===== config.mk =====
export PLATFORM = sky130hd
export DESIGN_NAME = dtbb_top
export DESIGN_NICKNAME = d
export VERILOG_FILES = /design/src/hw/dtbb_pkg.sv /design/src/hw/dtbb_mem.sv /design/src/hw/dtbb_tag.sv /design/src/hw/dtbb_top.sv
export SDC_FILE = /design/constraint.sdc
export NUM_CORES = 2
export LEC_CHECK = 0
export BUFFER_PORTS_ARGS = -buffer_cell sky130_fd_sc_hd__buf_2
export CAP_MARGIN = 30
export CORE_MARGIN = 5
export CORE_UTILIZATION = 25
export DETAILED_ROUTE_END_ITERATION = 7
export GPL_ROUTABILITY_DRIVEN = 0
export HOLD_SLACK_MARGIN = 0.02
export PLACE_DENSITY = 0.4
export SLEW_MARGIN = 20
export SYNTH_ARGS = -nofsm -noshare
export SYNTH_HDL_FRONTEND = slang
export SYNTH_SLANG_ARGS = --single-unit

===== constraint.sdc =====
create_clock -name i_core_clk -period 4.8 [get_ports i_core_clk]
set_input_delay 0.24 -clock i_core_clk [delete_from_list [all_inputs] [get_ports i_core_clk]]
set_output_delay 0.24 -clock i_core_clk [all_outputs]
set_load 0.1 [all_outputs]

===== src/hw/dtbb_pkg.sv =====
// Shared constants for the trace buffer and breakpoint block
package dtbb_pkg;
  localparam int unsigned DEPTH = 64;
  localparam int unsigned LINE_AW = 6;
  localparam int unsigned CNT_W = 7;
  localparam int unsigned PC_W = 18;
  localparam int unsigned ROW_W = 20;
  localparam int unsigned OFS_W = 6;
  localparam int unsigned CMP_N = 3;
  localparam int unsigned ADDR_W = 8;
  localparam int unsigned DATA_W = 16;

  // Register byte addresses
  localparam logic [7:0] ADDR_TRACE_HI = 8'h00;
  localparam logic [7:0] ADDR_TRACE_LO = 8'h01;
  localparam logic [7:0] ADDR_CTRL = 8'h02;
  localparam logic [7:0] ADDR_COUNT = 8'h03;
  localparam logic [7:0] ADDR_TAGCFG = 8'h04;

  // Control register bits and the tag configuration range field
  localparam int unsigned CTRL_ARM = 0;
  localparam int unsigned CTRL_SOFTWARE_TRIGGER = 1;
  localparam int unsigned CTRL_ALIGN = 2;
  localparam int unsigned CTRL_IBRK = 3;
  localparam int unsigned CTRL_BRKEN = 4;
  localparam int unsigned CTRL_TSRC = 5;
  localparam int unsigned TAGCFG_RANGE_LSB = 8;

  // Row format codes
  localparam logic [1:0] FMT_BASE = 2'h0;
  localparam logic [1:0] FMT_ONE = 2'h1;
  localparam logic [1:0] FMT_TWO = 2'h2;
  localparam logic [1:0] FMT_THREE = 2'h3;

  localparam logic [6:0] COUNT_FULL = 7'h40;
  localparam logic [5:0] LINE_LAST = 6'h3F;
  localparam logic [5:0] LINE_FIRST = 6'h00;
endpackage


===== src/hw/dtbb_mem.sv =====
// Trace line storage with registered read data
`timescale 1ns/1ps
`default_nettype none
module dtbb_mem #(
  parameter int unsigned WIDTH = 20,
  parameter int unsigned AW = 6
) (
  input wire logic i_core_clk,
  input wire logic i_we,
  input wire logic [AW-1:0] i_waddr,
  input wire logic [WIDTH-1:0] i_wdata,
  input wire logic [AW-1:0] i_raddr,
  output logic [WIDTH-1:0] o_rdata
);
  logic [WIDTH-1:0] mem [0:(1<<AW)-1];

  // Contents are never cleared so they survive system reset
  always_ff @(posedge i_core_clk) begin
    if (i_we) begin
      mem[i_waddr] <= i_wdata;
    end
    o_rdata <= mem[i_raddr];
  end
endmodule
`default_nettype wire


===== src/hw/dtbb_tag.sv =====
// One comparator channel: immediate match or opcode tagging
`timescale 1ns/1ps
`default_nettype none
module dtbb_tag #(
  parameter int unsigned PCW = 18
) (
  input wire logic i_core_clk,
  input wire logic i_sys_rst,
  input wire logic i_match,
  input wire logic [PCW-1:0] i_match_pc,
  input wire logic i_quals_ok,
  input wire logic i_tag_en,
  input wire logic i_range,
  input wire logic i_head_valid,
  input wire logic [PCW-1:0] i_head_pc,
  input wire logic i_bdm_active,
  output logic o_event
);
  logic tag_q;
  logic [PCW-1:0] tag_pc_q;
  logic range_q;
  wire immediate_hit;
  wire pc_same;
  wire tag_hit;

  assign immediate_hit = i_match & ~i_tag_en & i_quals_ok & ~i_bdm_active;
  // Qualifiers unused when tagging
  assign pc_same = range_q ? (i_head_pc[PCW-1:1] == tag_pc_q[PCW-1:1])
                           : (i_head_pc == tag_pc_q);
  assign tag_hit = tag_q & i_head_valid & pc_same & ~i_bdm_active;
  assign o_event = immediate_hit | tag_hit;

  always_ff @(posedge i_core_clk) begin
    if (i_sys_rst || i_bdm_active) begin
      tag_q <= 1'b0;
      tag_pc_q <= '0;
      range_q <= 1'b0;
    end else if (i_match && i_tag_en) begin
      tag_q <= 1'b1;
      tag_pc_q <= i_match_pc;
      range_q <= i_range;
    end else if (tag_hit) begin
      tag_q <= 1'b0;
    end
  end
endmodule
`default_nettype wire


===== src/hw/dtbb_top.sv =====
// Compressed PC trace buffer with readout port and breakpoint control
//
// The register addresses and the plain strobed port were decided locally.
`timescale 1ns/1ps
`default_nettype none
module dtbb_top (
  input wire logic i_core_clk,
  input wire logic i_sys_rst,
  input wire logic [7:0] i_reg_addr,
  input wire logic [15:0] i_reg_wdata,
  input wire logic i_reg_word,
  input wire logic i_reg_wr,
  input wire logic i_reg_rd,
  output logic [15:0] o_reg_rdata,
  input wire logic i_secured,
  input wire logic i_background_debug_mode,
  input wire logic i_head_valid,
  input wire logic [17:0] i_head_pc,
  input wire logic [2:0] i_cmp_match,
  input wire logic [17:0] i_cmp_match_pc,
  input wire logic [2:0] i_cmp_quals_ok,
  output logic o_break_req,
  output logic o_armed,
  output logic o_tracing
);
  typedef enum logic [1:0] {
    ST_IDLE,
    ST_PRE,
    ST_WAIT,
    ST_POST
  } dtbb_state_t;

  function automatic logic [5:0] dtbb_next_line(input logic [5:0] line);
    dtbb_next_line = (line == dtbb_pkg::LINE_LAST) ? dtbb_pkg::LINE_FIRST : line + 6'h01;
  endfunction

  dtbb_state_t state_q;
  dtbb_state_t state_d;
  logic software_trigger_q;
  logic trigger_alignment_q;
  logic immediate_break_q;
  logic break_enable_q;
  logic trace_source_select_q;
  logic [2:0] tag_en_q;
  logic [2:0] range_q;
  logic unlocked_q;
  logic break_q;
  logic [15:0] rdata_q;
  // Kept through system reset
  logic [6:0] valid_line_count_q;
  logic buffer_wrapped_flag_q;
  logic [5:0] wr_line_q;
  logic [5:0] rd_line_q;
  logic rd_half_q;
  logic have_base_q;
  logic [11:0] base_q;
  logic [1:0] slot_q;
  logic [5:0] f0_q;
  logic [5:0] f1_q;
  logic [5:0] rd_line_d;
  logic rd_half_d;
  logic [19:0] row_d;

  wire [2:0] cmp_event;
  wire [19:0] mem_q;
  wire wr_ctrl;
  wire wr_tagcfg;
  wire wr_port_word;
  wire wr_port_high;
  wire rd_port_word;
  wire arm_write;
  wire disarm_write;
  wire sw_software_trigger_write;
  wire trigger;
  wire tracing;
  wire need_base;
  wire new_line;
  wire [5:0] line_sel;
  wire [5:0] offset;
  wire stop_full;
  wire trace_fire;
  wire end_session;
  wire break_now;
  wire read_ok;
  wire read_adv;
  wire [5:0] oldest_line;
  wire [6:0] count_inc;

  // Register decode
  assign wr_ctrl = i_reg_wr & (i_reg_addr == dtbb_pkg::ADDR_CTRL);
  assign wr_tagcfg = i_reg_wr & (i_reg_addr == dtbb_pkg::ADDR_TAGCFG);
  assign wr_port_word = i_reg_wr & i_reg_word & (i_reg_addr == dtbb_pkg::ADDR_TRACE_HI);
  assign wr_port_high = i_reg_wr & (i_reg_addr == dtbb_pkg::ADDR_TRACE_HI);
  assign rd_port_word = i_reg_rd & i_reg_word & (i_reg_addr == dtbb_pkg::ADDR_TRACE_HI);
  assign arm_write = wr_ctrl & i_reg_wdata[dtbb_pkg::CTRL_ARM];
  assign disarm_write = wr_ctrl & ~i_reg_wdata[dtbb_pkg::CTRL_ARM];
  assign sw_software_trigger_write = wr_ctrl & i_reg_wdata[dtbb_pkg::CTRL_SOFTWARE_TRIGGER];

  // Comparator channels
  genvar gi;
  generate
    for (gi = 0; gi < dtbb_pkg::CMP_N; gi++) begin : g_cmp
      dtbb_tag #(
        .PCW(dtbb_pkg::PC_W)
      ) u_tag (
        .i_core_clk(i_core_clk),
        .i_sys_rst(i_sys_rst),
        .i_match(i_cmp_match[gi]),
        .i_match_pc(i_cmp_match_pc),
        .i_quals_ok(i_cmp_quals_ok[gi]),
        .i_tag_en(tag_en_q[gi]),
        .i_range(range_q[gi]),
        .i_head_valid(i_head_valid),
        .i_head_pc(i_head_pc),
        .i_bdm_active(i_background_debug_mode),
        .o_event(cmp_event[gi])
      );
    end
  endgenerate

  // Trigger only counts while waiting for it
  assign trigger = ((|cmp_event) | software_trigger_q) & ((state_q == ST_PRE) | (state_q == ST_WAIT));
  assign tracing = (state_q == ST_PRE) | (state_q == ST_POST);

  // Compression
  assign offset = i_head_pc[5:0];
  assign need_base = ~have_base_q | (i_head_pc[17:6] != base_q)
                   | ((slot_q == 2'h0) & (dtbb_next_line(wr_line_q) == dtbb_pkg::LINE_FIRST));
  assign new_line = need_base | (slot_q == 2'h0);
  assign line_sel = new_line ? dtbb_next_line(wr_line_q) : wr_line_q;
  // Only a real opcode needing a fresh line ends a begin aligned session
  assign stop_full = (state_q == ST_POST) & new_line & i_head_valid
                   & (valid_line_count_q == dtbb_pkg::COUNT_FULL);
  // End aligned trigger halts before the opcode is stored
  assign trace_fire = tracing & i_head_valid & ~stop_full & ~((state_q == ST_PRE) & trigger);
  assign count_inc = (valid_line_count_q == dtbb_pkg::COUNT_FULL) ? valid_line_count_q
                   : valid_line_count_q + 7'h01;

  always_comb begin
    if (need_base) begin
      row_d = {dtbb_pkg::FMT_BASE, i_head_pc};
    end else if (slot_q == 2'h0) begin
      row_d = {dtbb_pkg::FMT_ONE, 12'h000, offset};
    end else if (slot_q == 2'h1) begin
      row_d = {dtbb_pkg::FMT_TWO, 6'h00, offset, f0_q};
    end else begin
      row_d = {dtbb_pkg::FMT_THREE, offset, f1_q, f0_q};
    end
  end

  // Session end and break request
  assign end_session = (trigger & ((state_q == ST_PRE) | immediate_break_q
                                   | ~trace_source_select_q))
                     | stop_full;
  assign break_now = end_session & break_enable_q;

  always_comb begin
    state_d = state_q;
    if (arm_write) begin
      // Source select taken from the same write that arms
      if (i_reg_wdata[dtbb_pkg::CTRL_TSRC] && !i_reg_wdata[dtbb_pkg::CTRL_ALIGN]) begin
        state_d = ST_PRE;
      end else begin
        state_d = ST_WAIT;
      end
    end else if (disarm_write || end_session) begin
      state_d = ST_IDLE;
    end else if ((state_q == ST_WAIT) && trigger) begin
      state_d = ST_POST;
    end
  end

  // Readout path
  assign oldest_line = buffer_wrapped_flag_q ? dtbb_next_line(wr_line_q)
                                             : dtbb_pkg::LINE_FIRST;
  assign read_ok = (state_q == ST_IDLE) & unlocked_q & trace_source_select_q & ~i_secured;
  assign read_adv = rd_port_word & read_ok;

  always_comb begin
    rd_line_d = rd_line_q;
    rd_half_d = rd_half_q;
    if ((wr_port_word && state_q == ST_IDLE) || wr_port_high) begin
      rd_line_d = oldest_line;
      rd_half_d = 1'b0;
    end else if (read_adv) begin
      rd_half_d = ~rd_half_q;
      if (rd_half_q) begin
        rd_line_d = dtbb_next_line(rd_line_q);
      end
    end
  end

  dtbb_mem #(
    .WIDTH(dtbb_pkg::ROW_W),
    .AW(dtbb_pkg::LINE_AW)
  ) u_mem (
    .i_core_clk(i_core_clk),
    .i_we(trace_fire),
    .i_waddr(line_sel),
    .i_wdata(row_d),
    .i_raddr(rd_line_d),
    .o_rdata(mem_q)
  );

  // Control registers
  always_ff @(posedge i_core_clk) begin
    if (i_sys_rst) begin
      state_q <= ST_IDLE;
      trigger_alignment_q <= 1'b0;
      immediate_break_q <= 1'b0;
      break_enable_q <= 1'b0;
      trace_source_select_q <= 1'b0;
      tag_en_q <= 3'h0;
      range_q <= 3'h0;
    end else begin
      state_q <= state_d;
      if (wr_ctrl) begin
        trigger_alignment_q <= i_reg_wdata[dtbb_pkg::CTRL_ALIGN];
        immediate_break_q <= i_reg_wdata[dtbb_pkg::CTRL_IBRK];
        break_enable_q <= i_reg_wdata[dtbb_pkg::CTRL_BRKEN];
        trace_source_select_q <= i_reg_wdata[dtbb_pkg::CTRL_TSRC];
      end
      if (wr_tagcfg) begin
        tag_en_q <= i_reg_wdata[2:0];
        range_q <= i_reg_wdata[dtbb_pkg::TAGCFG_RANGE_LSB +: 3];
      end
    end
  end

  // Pending software trigger, new write wins over consume
  always_ff @(posedge i_core_clk) begin
    if (i_sys_rst) begin
      software_trigger_q <= 1'b0;
    end else if (sw_software_trigger_write) begin
      software_trigger_q <= 1'b1;
    end else if (trigger || state_q == ST_IDLE) begin
      software_trigger_q <= 1'b0;
    end
  end

  // Lock and break pulse
  always_ff @(posedge i_core_clk) begin
    if (i_sys_rst) begin
      unlocked_q <= 1'b0;
      break_q <= 1'b0;
    end else begin
      break_q <= break_now;
      if (arm_write) begin
        unlocked_q <= 1'b0;
      end else if (wr_port_word && state_q == ST_IDLE) begin
        unlocked_q <= 1'b1;
      end
    end
  end

  // Trace write state; not reset so a session survives system reset
  always_ff @(posedge i_core_clk) begin
    if (arm_write) begin
      valid_line_count_q <= 7'h00;
      buffer_wrapped_flag_q <= 1'b0;
      wr_line_q <= dtbb_pkg::LINE_LAST;
      have_base_q <= 1'b0;
      slot_q <= 2'h0;
    end else if (trace_fire) begin
      if (new_line) begin
        wr_line_q <= line_sel;
        valid_line_count_q <= count_inc;
        if (valid_line_count_q == dtbb_pkg::COUNT_FULL) begin
          buffer_wrapped_flag_q <= 1'b1;
        end
      end
      if (need_base) begin
        have_base_q <= 1'b1;
        base_q <= i_head_pc[17:6];
        slot_q <= 2'h0;
      end else if (slot_q == 2'h0) begin
        f0_q <= offset;
        slot_q <= 2'h1;
      end else if (slot_q == 2'h1) begin
        f1_q <= offset;
        slot_q <= 2'h2;
      end else begin
        slot_q <= 2'h0;
      end
    end
  end

  // Read pointer is loaded on unlock and on any write to the trace port high address
  always_ff @(posedge i_core_clk) begin
    rd_line_q <= rd_line_d;
    rd_half_q <= rd_half_d;
  end

  // Read data, valid the cycle after the strobe
  always_ff @(posedge i_core_clk) begin
    if (i_sys_rst) begin
      rdata_q <= 16'h0000;
    end else if (!i_reg_rd) begin
      rdata_q <= 16'h0000;
    end else if (rd_port_word) begin
      if (!read_ok) begin
        rdata_q <= 16'h0000;
      end else if (rd_half_q) begin
        rdata_q <= {12'h000, mem_q[19:16]};
      end else begin
        rdata_q <= mem_q[15:0];
      end
    end else if (i_reg_addr == dtbb_pkg::ADDR_CTRL) begin
      rdata_q <= {10'h000, trace_source_select_q, break_enable_q, immediate_break_q,
                  trigger_alignment_q, software_trigger_q, o_armed};
    end else if (i_reg_addr == dtbb_pkg::ADDR_COUNT) begin
      rdata_q <= {8'h00, buffer_wrapped_flag_q, valid_line_count_q};
    end else if (i_reg_addr == dtbb_pkg::ADDR_TAGCFG) begin
      rdata_q <= {5'h00, range_q, 5'h00, tag_en_q};
    end else begin
      rdata_q <= 16'h0000;
    end
  end

  assign o_reg_rdata = rdata_q;
  assign o_break_req = break_q;
  assign o_armed = (state_q != ST_IDLE);
  assign o_tracing = tracing;
endmodule
`default_nettype wire


==> impl_metrics.toml <==
[place]
portBuffers = 85
place_area_um2 = 63430
dpl.hpwl_um = 111100
dp_slack_ns = 0.3733

[critical_path]
crit_arrival_ns = 5.13
worstPathCellList = "dlygate4sd3_1 > buf_2 > or4_4 > dlygate4sd3_1 > nor3_4 > a32oi_1 > and2_4 > inv_8 > buf_4 > buf_4 > mux2i_1 > o221ai_1 > a211oi_1 > o21ai_0 > o221a_1"
startpoint_type = "input pin"
crit_cells = 15
worstSetupEndpointType = "register"
worst-r2r-cell-count = 14
worstSetupPathType = "in2reg"
crit_fanout = 67
cp.required_ns = 5.48
crit_family = "buffers and inverters"
cp_num_buf_inv = 6
critPathMaxStageDelay_ns = 0.64
slowest_stage = "dlygate4sd3_1"

[floorplanning]
die_x_um = 490.0
io_pins = 93
die-area_um2 = 240100
num_rows = 176
initial_core_util = 0.2508
die_h_um = 490.0
coreArea_um2 = 229700

[power_and_ir_drop]
p_clk_frac = 0.433
switching_share = 0.2247
power.leakage_nw = 22.50
power_mw = 26.52
ir_drop_mv = 0.3474
p_int_mw = 20.56
p_switching_mw = 5.959
power_frac_comb = 0.051
power_density_nw_per_um2 = 384.0
pwr-share-seq = 0.516

[cells_and_area]
drive_gt1_frac = 0.1583
stdcell_area_um2 = 69060
nets = 4608
nFillCells = 23028
area_growth_pct = 19.91

[worst_hold_path]
min_path_cells = 6
hold_class = "in2reg"

[global_route]
grt_max_degree = 149
groute.usage.overall = 0.1536
grt_pass1_vias = 35666
gr-total-overflow = 0
antenna_found_initial = 11
grt_pass1_wl_um = 269400

[synthesis]
ys.flop_type = "edfxtp_1"
async_flop_share = 0
synth_mux_area_frac = 0.02796
yosys_warnings = 0
yosys-top-cells-count = "edfxtp_1 (1304), nand2_1 (648), nor2_1 (306)"
yosysMostFrequentCell = "edfxtp_1"
synth_top_family_by_area = "compound AO/OA/AOI/OAI gates"
syn_inst = 4216
ys_seq_area_frac = 0.7268
ys_top_cells_by_area = "edfxtp_1 (68%), dfxtp_1 (4.7%), nand2_1 (4.2%), a21oi_1 (2.1%), nor2_1 (2.0%)"
synth_compound_area_frac = 0.1175
yosys.area_share.simple = 0.08916
yosys.area.top_type = "edfxtp_1"
post_synth_num_cell_types = 72
syn_area_per_cell_um2 = 13.66
syn_area_um2 = 57600
synth_top_area_frac = 0.6799
synth_nets = 4298
ys_seq_elements = 1439
synthAdderAreaFrac = 0.001738
synth_xor_area_frac = 0.01156
synth-edff-count = 1304

[timing]
rsz0062_at_grt = "no"
period_needed_ns = 4.452
maxSlewHeadroom = 0.3518
fmax_mhz = 224.6
worst_slack_ns = 0.3478
final.setup.tns_ns = 0
setup_violations = 0
finalMaxSlewViolations = 0
finClkSkew_ns = 0.02860
worst_pin_slew_ns = 0.9724
min_period_over_period = 0.9275
hold_violations = 0

[clock_tree]
ctsRootBufferMaster = "clkbuf_16"
path_clk_slew_ns = 0.06
clock_latency_ns = 0.80
cts_setup_buffers = 0
cts.sinks = 1439
cts_tree = "done"
clk_path_buf_depth = 3
cts_buffers = 161
htreeDepth = 4

[route]
vias = 36511
drc = 0
wl_per_cell_um = 24.79
vias_per_cell = 4.753
ant_nets = 0
firstDrtPassIters = 7
routed_wl_um = 190400
drt_iter0_markers = 2913

[run]
drv_cap = 0

[run_status]
status = "complete, no violations"
==> metrics by stage <==
stage,util,hold WS [ns],std cells
final,0.3007,0.1134,7682
after global routing,0.3006,0.1320,7675
after floorplan,-,0.3389,4216
after detailed placement,0.2761,0.4477,7312
after CTS,0.3004,0.03466,7672
after global placement,0.2759,0.4517,7310
==> cell usage in the layout, fill, tap and decap left out, types with 20 or more instances in the layout <==
cell | netlist | layout
dfxtp_1 | 135 | 135
buf_12 | 0 | 31
buf_4 | 18 | 260
and3_1 | 91 | 91
a211oi_1 | 80 | 80
xor2_1 | 39 | 39
mux2i_1 | 108 | 108
dlygate4sd3_1 | 0 | 75
a211oi_2 | 20 | 20
nor3_1 | 37 | 37
nor2_1 | 306 | 237
a2111oi_0 | 40 | 39
o21ai_0 | 218 | 212
edfxtp_1 | 1304 | 1304
a311oi_1 | 21 | 21
a21oi_1 | 243 | 242
a21o_1 | 25 | 24
clkinv_1 | 1 | 37
a22oi_1 | 50 | 50
nand3_1 | 36 | 36
nor2_2 | 1 | 67
nand2_1 | 648 | 638
buf_2 | 93 | 85
xnor2_1 | 37 | 37
a31oi_1 | 71 | 71
o221ai_1 | 56 | 56
clkbuf_16 | 0 | 165
mux4_2 | 21 | 21
o22ai_1 | 61 | 61
o211ai_1 | 58 | 58
clkbuf_1 | 168 | 48
==> worst min-delay path: stages <==
cell and delay (ns):
buf_2 0.11, nor2b_1 0.09, o2111ai_1 0.10, nor3_1 0.06, nand2b_1 0.14, a21oi_1 0.12
==> state kept, by name, indices dropped and copies added (netlist names), 6 cells and up <==
register and cells:
base_q 12, f0_q 6, f1_q 6, g_cmp.u_tag.tag_pc_q 54
o_reg_rdata 16, rd_line_q 6, u_mem.mem 1280, u_mem.o_rdata 20
valid_line_count_q 7, wr_line_q 6
==> power groups by stage <==
| stage | Sequential [mW] | Combinational [mW] | Clock (mW) |
|---|---|---|---|
| after detailed placement | 13.9 | 1.33 | 0 |
| after CTS | 13.7 | 1.37 | 11.8 |
| final | 13.7 | 1.35 | 11.5 |
| after global routing | 13.7 | 1.45 | 12.4 |
| after global placement | 13.9 | 1.32 | 0 |
| after floorplan | 13.9 | 0.627 | 0 |
==> layer usage <==
layer	part of all wire	vias up	track usage	wire, um
met5	0.000068	-	0	13
met4	0.025	2	0.04439	4696
met3	0.060	226	0.03372	11340
met2	0.47	967	0.2463	89010
met1	0.45	18620	0.2088	85370
li1	-	16696	-	-
==> kinds of logic after synthesis <==
group,count (synthesis)
AOI/OAI and AO/OA,1032
xor gates and xnor gates,76
adders and majority gates,8
buffers and inverters,325
DFF,1439
muxes,134
and+or+nand+nor,1202
==> worst paths after layout <==
kind / startpoint / endpoint / slack (ns)
min: i_background_debug_mode / g_cmp[1].u_tag.tag_q / 0.11
min reg2reg: g_cmp[2].u_tag.tag_pc_q[14] / g_cmp[2].u_tag.tag_pc_q[14] / 0.46
max reg2reg: state_q[0] / u_mem.o_rdata[10] / 0.39
max: i_reg_addr[1] / u_mem.o_rdata[13] / 0.35
==> cell type report <==
class / instances / area, um2 / area share
inverters: 18 / 83.83 / 0.001214
clock inverters: 65 / 424.2 / 0.006142
repair buffers: 454 / 3831 / 0.05547
flip-flops and latches: 1439 / 41860 / 0.6061
well taps: 3026 / 3786 / 0.05482
diodes: 8 / 20.02 / 0.0002899
multi-input cells: 2452 / 14660 / 0.2123
clock buffers: 220 / 4393 / 0.06361
==> repair_timing <==
action | CTS | global route
endpoints found under the setup margin | 0 | 0
hold buffers | 75 | 0
resized for setup | 0 | 0
endpoints found under the hold margin | 107 | 0
(Power assumes the default switching activity.)
